[src/core/crd_pkg.sv]
/*
 * Shared constants and carrier types for the control-register, coprocessor
 * dispatch, miscellaneous and load decode block.
 * Assumes a single 250 MHz clock domain and 32-bit instruction words.
 */
package crd_pkg;

	// Instruction format selector values, bits 31:30
	localparam logic [1:0] FMT_BRANCH = 2'h0;
	localparam logic [1:0] FMT_ALU = 2'h2;
	localparam logic [1:0] FMT_MEM = 2'h3;
	localparam logic [2:0] OP2_RESERVED_TRAP = 3'h0;

	// Function codes for control register access and operate groups
	localparam logic [5:0] FN_READ_MUL_STEP = 6'h28;
	localparam logic [5:0] FN_READ_PROCESSOR_STATE = 6'h29;
	localparam logic [5:0] FN_READ_WINDOW_INVALID_MASK = 6'h2a;
	localparam logic [5:0] FN_READ_TRAP_BASE = 6'h2b;
	localparam logic [5:0] FN_WRITE_MUL_STEP = 6'h30;
	localparam logic [5:0] FN_WRITE_PROCESSOR_STATE = 6'h31;
	localparam logic [5:0] FN_WRITE_WINDOW_INVALID_MASK = 6'h32;
	localparam logic [5:0] FN_WRITE_TRAP_BASE = 6'h33;
	localparam logic [5:0] FN_FLOAT_OPERATE_A = 6'h34;
	localparam logic [5:0] FN_FLOAT_OPERATE_B = 6'h35;
	localparam logic [5:0] FN_COPROC_OPERATE_A = 6'h36;
	localparam logic [5:0] FN_COPROC_OPERATE_B = 6'h37;
	localparam logic [5:0] FN_ICACHE_WORD_FLUSH = 6'h3b;

	// Load function codes
	localparam logic [5:0] FN_WORD_LOAD = 6'h00;
	localparam logic [5:0] FN_DOUBLE_LOAD = 6'h03;
	localparam logic [5:0] FN_ALTERNATE_WORD_LOAD = 6'h10;
	localparam logic [5:0] FN_ALTERNATE_DOUBLE_LOAD = 6'h13;
	localparam logic [5:0] FN_FLOAT_WORD_LOAD = 6'h20;
	localparam logic [5:0] FN_FLOAT_STATUS_LOAD = 6'h21;
	localparam logic [5:0] FN_FLOAT_DOUBLE_LOAD = 6'h23;
	localparam logic [5:0] FN_COPROC_WORD_LOAD = 6'h30;
	localparam logic [5:0] FN_COPROC_STATUS_LOAD = 6'h31;
	localparam logic [5:0] FN_COPROC_DOUBLE_LOAD = 6'h33;

	// Processor state register fields and reset values
	localparam int PSR_SUPERVISOR_BIT = 7;
	localparam int PSR_FPU_ENABLE_BIT = 12;
	localparam logic [31:0] PSR_RESET = 32'h0000_0080;
	localparam logic [31:0] WIM_RESET = 32'h0000_0000;
	localparam logic [31:0] TBR_RESET = 32'h0000_0000;
	localparam logic [31:0] MUL_STEP_RESET = 32'h0000_0000;

	// Register bus map, byte addresses
	localparam logic [7:0] ADDR_CTRL = 8'h00;
	localparam logic [7:0] ADDR_STATUS = 8'h04;
	localparam logic [7:0] ADDR_PROCESSOR_STATE = 8'h08;
	localparam logic [7:0] ADDR_WINDOW_INVALID_MASK = 8'h0c;
	localparam logic [7:0] ADDR_TRAP_BASE = 8'h10;
	localparam logic [7:0] ADDR_MUL_STEP = 8'h14;
	localparam logic [7:0] ADDR_TRAP_COUNT = 8'h18;
	localparam int CTRL_EXT_ICACHE_BIT = 0;
	localparam logic [31:0] CTRL_RESET = 32'h0000_0000;
	localparam logic [1:0] RESP_OKAY = 2'h0;
	localparam logic [1:0] RESP_SLVERR = 2'h2;

	// Pin levels assumed while the synchronisers are still filling
	localparam logic [2:0] PIN_RESET = 3'h4;

	typedef enum logic [1:0] {
		TRAP_NONE,
		TRAP_PRIVILEGED,
		TRAP_FP_DISABLED,
		TRAP_ILLEGAL
	} crd_trap_type;

	typedef enum logic [1:0] {
		CREG_MUL_STEP,
		CREG_PROCESSOR_STATE,
		CREG_WINDOW_INVALID_MASK,
		CREG_TRAP_BASE
	} crd_creg_type;

	typedef enum logic [3:0] {
		LC_NONE,
		LC_WORD,
		LC_DOUBLE,
		LC_ALT_WORD,
		LC_ALT_DOUBLE,
		LC_FLOAT_WORD,
		LC_FLOAT_STATUS,
		LC_FLOAT_DOUBLE,
		LC_COPROC_WORD,
		LC_COPROC_STATUS,
		LC_COPROC_DOUBLE
	} crd_load_type;

	typedef struct packed {
		logic is_mem;
		logic [4:0] dest;
		logic [5:0] func;
		logic [4:0] src1;
		logic imm_sel;
		logic [4:0] src2;
		logic [31:0] imm;
		logic [7:0] asi;
		crd_load_type lclass;
		logic bad_form;
	} crd_mem_dec_type;

	typedef struct packed {
		logic valid;
		logic [31:0] word;
		logic [31:0] operand;
	} crd_issue_type;

	typedef struct packed {
		logic done;
		logic wr_dest;
		logic [31:0] value;
		crd_load_type lclass;
		logic [4:0] dest;
	} crd_result_type;

	typedef struct packed {
		logic taken;
		crd_trap_type cause;
	} crd_trap_out_type;

	typedef struct packed {
		logic launch;
		logic [31:0] word;
	} crd_copr_type;

endpackage : crd_pkg

[src/core/crd_mem_decode.sv]
/*
 * Field decoder for the memory instruction format.
 * Purely combinational; the caller registers whatever it keeps.
 */
`timescale 1ns/1ns
`default_nettype none

module crd_mem_decode
	import crd_pkg::*;
(
	input wire logic [31:0] word,
	output crd_pkg::crd_mem_dec_type dec
);

	// Field extraction and load classification
	always_comb
	begin
		dec = '0;
		dec.is_mem = (word[31:30] == FMT_MEM);
		dec.dest = word[29:25];
		dec.func = word[24:19];
		dec.src1 = word[18:14];
		dec.imm_sel = word[13];
		// Register form ignores bits 12:5 except as space id
		dec.src2 = word[13] ? 5'h00 : word[4:0];
		dec.imm = word[13] ? {{19{word[12]}}, word[12:0]} : 32'h0000_0000;
		dec.asi = word[12:5];
		dec.lclass = LC_NONE;
		if (dec.is_mem)
		begin
			case (word[24:19])
				FN_WORD_LOAD: dec.lclass = LC_WORD;
				FN_DOUBLE_LOAD: dec.lclass = LC_DOUBLE;
				FN_ALTERNATE_WORD_LOAD: dec.lclass = LC_ALT_WORD;
				FN_ALTERNATE_DOUBLE_LOAD: dec.lclass = LC_ALT_DOUBLE;
				FN_FLOAT_WORD_LOAD: dec.lclass = LC_FLOAT_WORD;
				FN_FLOAT_STATUS_LOAD: dec.lclass = LC_FLOAT_STATUS;
				FN_FLOAT_DOUBLE_LOAD: dec.lclass = LC_FLOAT_DOUBLE;
				FN_COPROC_WORD_LOAD: dec.lclass = LC_COPROC_WORD;
				FN_COPROC_STATUS_LOAD: dec.lclass = LC_COPROC_STATUS;
				FN_COPROC_DOUBLE_LOAD: dec.lclass = LC_COPROC_DOUBLE;
				default: dec.lclass = LC_NONE;
			endcase
		end
		// Alternate space loads have no immediate form
		dec.bad_form = word[13] && (dec.lclass == LC_ALT_WORD || dec.lclass == LC_ALT_DOUBLE);
	end

endmodule : crd_mem_decode

`default_nettype wire

[src/core/crd_ctl_regs.sv]
/*
 * The four privileged or special control registers.
 * Assumes the caller has already applied the supervisor check.
 */
`timescale 1ns/1ns
`default_nettype none

module crd_ctl_regs
	import crd_pkg::*;
(
	input wire logic clk,
	input wire logic resetn,
	input wire logic wr_en,
	input wire crd_pkg::crd_creg_type wr_sel,
	input wire logic [31:0] wr_data,
	output logic [31:0] mul_step_ff,
	output logic [31:0] psr_ff,
	output logic [31:0] wim_ff,
	output logic [31:0] tbr_ff
);

	// Each write lands on the edge that ends its issue cycle
	always_ff @(posedge clk)
	begin
		if (!resetn)
		begin
			mul_step_ff <= MUL_STEP_RESET;
			psr_ff <= PSR_RESET;
			wim_ff <= WIM_RESET;
			tbr_ff <= TBR_RESET;
		end
		else if (wr_en)
		begin
			unique case (wr_sel)
				CREG_MUL_STEP: mul_step_ff <= wr_data;
				CREG_PROCESSOR_STATE: psr_ff <= wr_data;
				CREG_WINDOW_INVALID_MASK: wim_ff <= wr_data;
				CREG_TRAP_BASE: tbr_ff <= wr_data;
			endcase
		end
	end

endmodule : crd_ctl_regs

`default_nettype wire

[src/core/crd_decode_top.sv]
/*
 * Decode and dispatch for control register access, float and coprocessor
 * operate launch, the reserved trap and flush instructions, and loads.
 * Assumes an upstream stage presents one instruction per cycle with its
 * computed operand, and an AXI4-Lite master for the status registers.
 */
// Added by the designer: the AXI4-Lite slave port and the register offsets.
`timescale 1ns/1ns
`default_nettype none

// Summary of operation
// - Control register reads and writes each complete in one cycle.
// - Opcode alone selects which control register is read or written.
// - State, window mask and trap base access only in supervisor mode.
// - Float operate takes one launch cycle; result never overwrites sources.
// - Float instruction traps as disabled without unit or enable bit.
// - Coprocessor operate launches in one cycle; traps disabled when absent.
// - Only format and function code decoded here; rest goes to unit.
// - Float unit runs concurrently with integer instructions, may overlap.
// - Reserved trap instruction takes one cycle and raises illegal trap.
// - Icache word flush completes in one cycle as a no-operation.
// - With external cache and flush trap pin low, flush raises illegal.
// - Memory format fields sit at 31:30, 29:25, 24:19, 18:14, 13, 12:0.
// - Register form uses bits 4:0; immediate form uses signed low bits.
// - Codes 000000 and 000011 decode as word and double load.
// - Codes 110000, 110001, 110011 decode as coprocessor loads.
// - Codes 100000, 100001, 100011 decode as float loads.
// - Float and coprocessor loads take the load path, not operate dispatch.
module crd_decode_top
	import crd_pkg::*;
(
	input wire logic clk,
	input wire logic resetn,
	input wire crd_pkg::crd_issue_type issue,
	output crd_pkg::crd_result_type result,
	output crd_pkg::crd_trap_out_type trap,
	output crd_pkg::crd_copr_type fpu_dispatch,
	output crd_pkg::crd_copr_type coproc_dispatch,
	output crd_pkg::crd_mem_dec_type mem_op,
	input wire logic fpu_present_pin,
	input wire logic coproc_present_pin,
	input wire logic flush_trap_pin,
	input wire logic [7:0] s_axi_awaddr,
	input wire logic s_axi_awvalid,
	output logic s_axi_awready,
	input wire logic [31:0] s_axi_wdata,
	input wire logic [3:0] s_axi_wstrb,
	input wire logic s_axi_wvalid,
	output logic s_axi_wready,
	output logic [1:0] s_axi_bresp,
	output logic s_axi_bvalid,
	input wire logic s_axi_bready,
	input wire logic [7:0] s_axi_araddr,
	input wire logic s_axi_arvalid,
	output logic s_axi_arready,
	output logic [31:0] s_axi_rdata,
	output logic [1:0] s_axi_rresp,
	output logic s_axi_rvalid,
	input wire logic s_axi_rready
);

	logic [2:0] pin_in;
	logic [2:0] pin_s1_ff;
	logic [2:0] pin_s2_ff;
	logic [2:0] pin_s3_ff;
	logic [2:0] pin_ff;
	logic fpu_ok;
	logic coproc_ok;
	logic flush_trap_level;
	logic [31:0] mul_step_ff;
	logic [31:0] psr_ff;
	logic [31:0] wim_ff;
	logic [31:0] tbr_ff;
	logic [31:0] ctrl_ff;
	logic [31:0] trap_count_ff;
	crd_trap_type last_cause_ff;
	crd_mem_dec_type dec;
	logic [1:0] fmt;
	logic [5:0] func;
	logic supervisor;
	logic fpu_enabled;
	logic acc_rd;
	logic acc_wr;
	logic acc_priv;
	crd_creg_type acc_sel;
	logic is_float_operate;
	logic is_coproc_operate;
	logic is_fp_load;
	logic is_cp_load;
	logic is_reserved_trap_instruction;
	logic is_icache_word_flush;
	crd_trap_type nxt_cause;
	logic reg_wr_en;
	logic [31:0] rd_value;
	logic aw_held_ff;
	logic w_held_ff;
	logic [7:0] aw_addr_ff;
	logic [31:0] w_data_ff;
	logic [3:0] w_strb_ff;
	logic bvalid_ff;
	logic [1:0] bresp_ff;
	logic rvalid_ff;
	logic [31:0] rdata_ff;
	logic [1:0] rresp_ff;

	// Pin inputs pass three flops into a fourth; a change counts once stages two and three agree
	assign pin_in = {flush_trap_pin, coproc_present_pin, fpu_present_pin};
	generate
		for (genvar i = 0; i < 3; i++)
		begin : g_pin_sync
			always_ff @(posedge clk)
			begin
				if (!resetn)
				begin
					pin_s1_ff[i] <= PIN_RESET[i];
					pin_s2_ff[i] <= PIN_RESET[i];
					pin_s3_ff[i] <= PIN_RESET[i];
					pin_ff[i] <= PIN_RESET[i];
				end
				else
				begin
					pin_s1_ff[i] <= pin_in[i];
					pin_s2_ff[i] <= pin_s1_ff[i];
					pin_s3_ff[i] <= pin_s2_ff[i];
					if (pin_s2_ff[i] == pin_s3_ff[i])
						pin_ff[i] <= pin_s3_ff[i];
				end
			end
		end
	endgenerate
	assign fpu_ok = pin_ff[0];
	assign coproc_ok = pin_ff[1];
	assign flush_trap_level = pin_ff[2];

	// Memory format fields
	crd_mem_decode u_mem_decode (
		.word(issue.word),
		.dec(dec)
	);

	// Only the format selector and function code are looked at here
	assign fmt = issue.word[31:30];
	assign func = issue.word[24:19];
	assign supervisor = psr_ff[PSR_SUPERVISOR_BIT];
	assign fpu_enabled = psr_ff[PSR_FPU_ENABLE_BIT];

	// Opcode classification; the function code alone picks the register
	always_comb
	begin
		acc_rd = 1'b0;
		acc_wr = 1'b0;
		acc_sel = CREG_MUL_STEP;
		is_float_operate = 1'b0;
		is_coproc_operate = 1'b0;
		is_icache_word_flush = 1'b0;
		if (fmt == FMT_ALU)
		begin
			case (func)
				FN_READ_MUL_STEP: acc_rd = 1'b1;
				FN_READ_PROCESSOR_STATE:
				begin
					acc_rd = 1'b1;
					acc_sel = CREG_PROCESSOR_STATE;
				end
				FN_READ_WINDOW_INVALID_MASK:
				begin
					acc_rd = 1'b1;
					acc_sel = CREG_WINDOW_INVALID_MASK;
				end
				FN_READ_TRAP_BASE:
				begin
					acc_rd = 1'b1;
					acc_sel = CREG_TRAP_BASE;
				end
				FN_WRITE_MUL_STEP: acc_wr = 1'b1;
				FN_WRITE_PROCESSOR_STATE:
				begin
					acc_wr = 1'b1;
					acc_sel = CREG_PROCESSOR_STATE;
				end
				FN_WRITE_WINDOW_INVALID_MASK:
				begin
					acc_wr = 1'b1;
					acc_sel = CREG_WINDOW_INVALID_MASK;
				end
				FN_WRITE_TRAP_BASE:
				begin
					acc_wr = 1'b1;
					acc_sel = CREG_TRAP_BASE;
				end
				FN_FLOAT_OPERATE_A, FN_FLOAT_OPERATE_B: is_float_operate = 1'b1;
				FN_COPROC_OPERATE_A, FN_COPROC_OPERATE_B: is_coproc_operate = 1'b1;
				FN_ICACHE_WORD_FLUSH: is_icache_word_flush = 1'b1;
				default: acc_rd = 1'b0;
			endcase
		end
	end

	// Float and coprocessor loads are recognised but stay on the load path
	assign is_fp_load = dec.lclass inside {LC_FLOAT_WORD, LC_FLOAT_STATUS, LC_FLOAT_DOUBLE};
	assign is_cp_load = dec.lclass inside {LC_COPROC_WORD, LC_COPROC_STATUS, LC_COPROC_DOUBLE};
	assign is_reserved_trap_instruction = (fmt == FMT_BRANCH) && (issue.word[24:22] == OP2_RESERVED_TRAP);
	assign acc_priv = (acc_rd || acc_wr) && (acc_sel != CREG_MUL_STEP);

	// Trap selection; at most one class can match a given word
	always_comb
	begin
		nxt_cause = TRAP_NONE;
		if (issue.valid)
		begin
			if (acc_priv && !supervisor)
				nxt_cause = TRAP_PRIVILEGED;
			else if ((is_float_operate || is_fp_load) && !(fpu_ok && fpu_enabled))
				nxt_cause = TRAP_FP_DISABLED;
			else if ((is_coproc_operate || is_cp_load) && !coproc_ok)
				nxt_cause = TRAP_FP_DISABLED;
			else if (is_reserved_trap_instruction)
				nxt_cause = TRAP_ILLEGAL;
			else if (is_icache_word_flush && ctrl_ff[CTRL_EXT_ICACHE_BIT] && !flush_trap_level)
				nxt_cause = TRAP_ILLEGAL;
			else if (dec.bad_form)
				nxt_cause = TRAP_ILLEGAL;
		end
	end

	// A trapped write never reaches the register
	assign reg_wr_en = issue.valid && acc_wr && (nxt_cause == TRAP_NONE);

	crd_ctl_regs u_ctl_regs (
		.clk(clk),
		.resetn(resetn),
		.wr_en(reg_wr_en),
		.wr_sel(acc_sel),
		.wr_data(issue.operand),
		.mul_step_ff(mul_step_ff),
		.psr_ff(psr_ff),
		.wim_ff(wim_ff),
		.tbr_ff(tbr_ff)
	);

	// Read source chosen by opcode
	always_comb
	begin
		unique case (acc_sel)
			CREG_MUL_STEP: rd_value = mul_step_ff;
			CREG_PROCESSOR_STATE: rd_value = psr_ff;
			CREG_WINDOW_INVALID_MASK: rd_value = wim_ff;
			CREG_TRAP_BASE: rd_value = tbr_ff;
		endcase
	end

	// Every instruction retires here one cycle after issue
	always_ff @(posedge clk)
	begin
		if (!resetn)
		begin
			result <= '0;
			trap <= '{taken: 1'b0, cause: TRAP_NONE};
			mem_op <= '0;
		end
		else
		begin
			result.done <= issue.valid;
			result.wr_dest <= issue.valid && acc_rd && (nxt_cause == TRAP_NONE);
			result.value <= rd_value;
			result.lclass <= (nxt_cause == TRAP_NONE) ? dec.lclass : LC_NONE;
			result.dest <= dec.dest;
			trap.taken <= (nxt_cause != TRAP_NONE);
			trap.cause <= nxt_cause;
			mem_op <= dec;
		end
	end

	// Operate launch: one cycle here, then the unit runs on its own
	always_ff @(posedge clk)
	begin
		if (!resetn)
		begin
			fpu_dispatch <= '0;
			coproc_dispatch <= '0;
		end
		else
		begin
			fpu_dispatch.launch <= issue.valid && is_float_operate && (nxt_cause == TRAP_NONE);
			fpu_dispatch.word <= issue.word;
			coproc_dispatch.launch <= issue.valid && is_coproc_operate && (nxt_cause == TRAP_NONE);
			coproc_dispatch.word <= issue.word;
		end
	end

	// Trap statistics for software
	always_ff @(posedge clk)
	begin
		if (!resetn)
		begin
			trap_count_ff <= 32'h0000_0000;
			last_cause_ff <= TRAP_NONE;
		end
		else if (nxt_cause != TRAP_NONE)
		begin
			trap_count_ff <= trap_count_ff + 32'h0000_0001;
			last_cause_ff <= nxt_cause;
		end
	end

	// Bus write: address and data caught independently, answered once both held
	assign s_axi_awready = !aw_held_ff && !bvalid_ff;
	assign s_axi_wready = !w_held_ff && !bvalid_ff;
	always_ff @(posedge clk)
	begin
		if (!resetn)
		begin
			aw_held_ff <= 1'b0;
			w_held_ff <= 1'b0;
			aw_addr_ff <= 8'h00;
			w_data_ff <= 32'h0000_0000;
			w_strb_ff <= 4'h0;
			bvalid_ff <= 1'b0;
			bresp_ff <= RESP_OKAY;
			ctrl_ff <= CTRL_RESET;
		end
		else
		begin
			if (s_axi_awvalid && s_axi_awready)
			begin
				aw_held_ff <= 1'b1;
				aw_addr_ff <= s_axi_awaddr;
			end
			if (s_axi_wvalid && s_axi_wready)
			begin
				w_held_ff <= 1'b1;
				w_data_ff <= s_axi_wdata;
				w_strb_ff <= s_axi_wstrb;
			end
			if (aw_held_ff && w_held_ff)
			begin
				aw_held_ff <= 1'b0;
				w_held_ff <= 1'b0;
				bvalid_ff <= 1'b1;
				bresp_ff <= (aw_addr_ff > ADDR_TRAP_COUNT || aw_addr_ff[1:0] != 2'h0)
					? RESP_SLVERR : RESP_OKAY;
				// Only the low byte of the control word is writable; the upper bits stay at their reset value of zero
				if (aw_addr_ff == ADDR_CTRL && w_strb_ff[0])
					ctrl_ff[7:0] <= w_data_ff[7:0];
			end
			else if (bvalid_ff && s_axi_bready)
				bvalid_ff <= 1'b0;
		end
	end
	assign s_axi_bvalid = bvalid_ff;
	assign s_axi_bresp = bresp_ff;

	// Bus read: one outstanding read, data registered
	assign s_axi_arready = !rvalid_ff;
	always_ff @(posedge clk)
	begin
		if (!resetn)
		begin
			rvalid_ff <= 1'b0;
			rdata_ff <= 32'h0000_0000;
			rresp_ff <= RESP_OKAY;
		end
		else if (s_axi_arvalid && s_axi_arready)
		begin
			rvalid_ff <= 1'b1;
			rresp_ff <= RESP_OKAY;
			case (s_axi_araddr)
				ADDR_CTRL: rdata_ff <= ctrl_ff;
				ADDR_STATUS: rdata_ff <= {25'h0, flush_trap_level, coproc_ok, fpu_ok,
					supervisor, 1'b0, last_cause_ff};
				ADDR_PROCESSOR_STATE: rdata_ff <= psr_ff;
				ADDR_WINDOW_INVALID_MASK: rdata_ff <= wim_ff;
				ADDR_TRAP_BASE: rdata_ff <= tbr_ff;
				ADDR_MUL_STEP: rdata_ff <= mul_step_ff;
				ADDR_TRAP_COUNT: rdata_ff <= trap_count_ff;
				default:
				begin
					rdata_ff <= 32'h0000_0000;
					rresp_ff <= RESP_SLVERR;
				end
			endcase
		end
		else if (rvalid_ff && s_axi_rready)
			rvalid_ff <= 1'b0;
	end
	assign s_axi_rvalid = rvalid_ff;
	assign s_axi_rdata = rdata_ff;
	assign s_axi_rresp = rresp_ff;

endmodule : crd_decode_top

`default_nettype wire

[config.mk]
export PLATFORM = sky130hd
export DESIGN_NAME = crd_decode_top
export DESIGN_NICKNAME = d
export VERILOG_FILES = /design/src/core/crd_pkg.sv /design/src/core/crd_mem_decode.sv /design/src/core/crd_ctl_regs.sv /design/src/core/crd_decode_top.sv
export SDC_FILE = /design/constraint.sdc
export NUM_CORES = 1
export LEC_CHECK = 0
export BUFFER_PORTS_ARGS = -buffer_cell sky130_fd_sc_hd__buf_2
export CAP_MARGIN = 20
export CORE_MARGIN = 4
export CORE_UTILIZATION = 49
export DETAILED_ROUTE_END_ITERATION = 10
export PLACE_DENSITY = 0.76
export SLEW_MARGIN = 0
export SYNTH_ARGS = -nofsm -noshare
export SYNTH_HDL_FRONTEND = slang
export SYNTH_HIERARCHICAL = 1
export SYNTH_SLANG_ARGS = --single-unit
[constraint.sdc]
create_clock -name clk -period 2.95 [get_ports clk]
set_input_delay 0.1475 -clock clk [delete_from_list [all_inputs] [get_ports clk]]
set_output_delay 0.1475 -clock clk [all_outputs]
set_load 0.1 [all_outputs]
==> impl_metrics.tcl <==
set metrics [dict create \
    start_kind "input port" \
    finClkSkew_ns 0.0207 \
    utilization_pct 61.4 \
    post_drt_wl_per_cell_um 19.3 \
    fin_crit_sh_pct 94.0 \
    power.total_mw 11.7 \
    syn_area_per_cell_um2 9.68 \
    ys_seq_area_share_pct 48.2 \
    ys_types 71 \
    grt.overflow.total 0 \
    route.vias.total 13400 \
    dp_slack_ns 0.0107 \
    min_path_type "input port to register" \
    gr-usage-all-layers_pct 24.3 \
    path_clk_slew_ns 0.06 \
    synth.top_cell.area_share_pct 48.2 \
    syn_to_final_growth_pct 23.1 \
    timing.rr.start "trap_count_ff[11]" \
    coreArea_um2 31600 \
    setup.worst_path.start "issue[52]" \
    synth_cells 1630 \
    fp.dieArea_um2 35100 \
    numCtsBuffers 40 \
    dp_hpwl_mm 29.1 \
    clk_latency_ns 0.53 \
    drive_above_1_share_pct 23.8 \
    synthArstFlopShare_pct 0 \
    yosys.area.top_type "dfxtp_1" \
    grt_pass1_vias 13300 \
    min_from "issue[30]" \
    cts.htree.levels 2 \
    drt_wl_total_mm 45.6 \
    fillCellCount 2522 \
    clock_sinks 380 \
    synth_ff_type "dfxtp_1" \
    routabilityCongestion 0.863 \
    nets 2059 \
    drc_errors 0 \
    synth_edf_count 0 \
    portBuffers 318 \
    fp-row-count 65 \
    synth_area_um2 15800 \
    synth-seq-cells 380 \
    slew_headroom_pct 26.9 \
    status "finished, final reports clean" \
    endpoint_kind "register" \
    hold_viol_final 0 \
    synth_common_cells "dfxtp_1 (380), nand2_1 (261), mux2i_1 (146)" \
    p_leak_nw 8.57 \
    cts_buffer_depth 3 \
    clock.fmax_mhz 361 \
    arrival_ns 3.22 \
    first_pass_iters 7 \
    ir_worst_vdd_v 0.000502 \
    synth.most_common_cell "dfxtp_1" \
    die_h_um 187 \
    antenna_found_initial 3 \
    initial_core_util_pct 49.9 \
    required_ns 3.40 \
    die_width_um 187 \
    io_pins 348 \
    worst_pin_slew_ns 1.09 \
    max_cap_viol_count 0 \
    drt-vias-per-instance 5.65 \
    cts_tree "done" \
    setup_slack_ns 0.178 \
    synth_area_leaders "dfxtp_1 (48%), mux2i_1 (9.3%), nand2_1 (6.2%)" \
    grt_start_max_net_pins 156 \
    period_needed_ns 2.77 \
    yosys_warnings 6 \
    crit_fanout 8 \
    reg2reg_slack_ns 0.62 \
    multi_input_area_um2 7000 \
    final_max_slew_viol_count 0 \
    diodes 0 \
    power_density_nw_per_um2 603 \
    worstSetupPathType "input port to register" \
    grt_pass1_wl_mm 70.3 \
    antenna_left 0 \
    final-setup-viol-count 0 \
    drt_iter0_drc 1256 \
    clockRootBuffer "clkbuf_16" \
    regArea_um2 7610 \
]
[sequential cells by signal, summed over array words and instances, names as in the netlist, 8 cells and up]
| name | flops |
|---|---|
| u_ctl_regs/psr_ff | 32 |
| aw_addr_ff | 8 |
| ctrl_ff | 8 |
| trap_count_ff | 32 |
| w_data_ff | 8 |
| mem_op | 68 |
| u_ctl_regs/mul_step_ff | 32 |
| u_ctl_regs/tbr_ff | 32 |
| u_ctl_regs/wim_ff | 32 |
| s_axi_rdata | 32 |
| result | 38 |
| coproc_dispatch | 33 |
[stage by stage]
stage | hold slack, ns | area (µm²) | cells | setup TNS (ns)
global route | 0.0321 | 19400 | 2364 | -0.00682
floorplan | 0.249 | 15800 | 1631 | 0
CTS | 0.000278 | 19300 | 2360 | 0
finish | 0.0226 | 19400 | 2364 | 0
global placement | 0.334 | 17200 | 2204 | 0
detailed placement | 0.339 | 17200 | 2204 | 0
[what timing repair did]
action | 4_1_cts | 5_1_grt
hold buffers | 83 | 0
resized for setup | 0 | 3
buffers inserted | 0 | 1
hold endpoints to repair | 193 | 0
endpoints found under the setup margin | 0 | 124
[metal layers]
metal | vias to the layer above | wire (µm) | GRT usage (%)
met5 | - | 31 | 0
met4 | 4 | 1800 | 9.99
met3 | 135 | 4700 | 6.96
met2 | 707 | 21000 | 39.8
met1 | 6293 | 18200 | 30.2
li1 | 6214 | - | -
[critical path, stage by stage]
cell and delay [ns]:
dlygate4sd3_1 0.52, buf_2 0.18, nor2b_1 0.23, nor3_1 0.10, buf_4 0.15, nor2b_1 0.12, a2bb2oi_1 0.15, a2bb2o_2 0.30
or2_2 0.32, nor4_4 0.18, nor3b_4 0.27, buf_12 0.17, buf_16 0.16, mux2i_1 0.23
[kinds of logic after synthesis]
| group | after synthesis | share of synthesized area, % |
|---|---|---|
| compound gates | 310 | 14.7 |
| xor+xnor | 20 | 1.11 |
| fa+ha+maj | 1 | 0.0793 |
| buf+inv | 205 | 7.67 |
| flops | 380 | 48.2 |
| mux | 154 | 9.84 |
| other cells | 1 | 0.0238 |
| simple gates | 559 | 18.3 |
[cell usage in the layout (no fill, tap or decap), types with 7 or more instances in the layout]
master | netlist | final
inv_1 | 12 | 12
clkinv_2 | 0 | 10
buf_4 | 86 | 40
mux2_2 | 8 | 8
and3_1 | 13 | 13
a222oi_1 | 18 | 18
clkbuf_1 | 70 | 8
clkbuf_16 | 0 | 44
dfxtp_1 | 380 | 380
and2_1 | 144 | 144
buf_2 | 25 | 317
o21ai_0 | 39 | 39
dlygate4sd3_1 | 0 | 83
nand2b_1 | 12 | 12
o2111ai_1 | 9 | 9
nor2_1 | 25 | 23
a22oi_1 | 76 | 76
a22o_1 | 30 | 30
nand3_1 | 12 | 12
nand2_1 | 261 | 261
a21boi_0 | 62 | 62
nor4_1 | 8 | 7
nor2b_1 | 32 | 31
mux2i_1 | 146 | 145
o211ai_1 | 10 | 10
o31ai_1 | 7 | 7
a221oi_1 | 14 | 14
xnor2_1 | 18 | 18
a21oi_1 | 22 | 22
[final cells by class]
| class | count | area share, % |
|---|---|---|
| well taps | 402 | 2.59 |
| multi-input cells | 1046 | 36.0 |
| clock inverters | 17 | 0.818 |
| clock buffers | 56 | 5.99 |
| repair buffers | 451 | 15.2 |
| flip-flops and latches | 380 | 39.2 |
| inverters | 12 | 0.232 |
[worst paths after layout]
check                                             endpoint  cells after the start
worst min-delay path                 u_ctl_regs/psr_ff[30]                      3
worst min register to register                pin_s2_ff[2]                      1
worst max-delay path            u_ctl_regs/mul_step_ff[13]                     14
worst max register to register           trap_count_ff[31]                      6
[where the power goes]
part           leakage (nW)  switching, mW  internal (mW)
Clock                 0.653           2.06           2.95
Sequential             3.09         0.0441           5.23
Combinational          4.82           1.11          0.321
No activity file was read; power rests on OpenSTA's default activity.
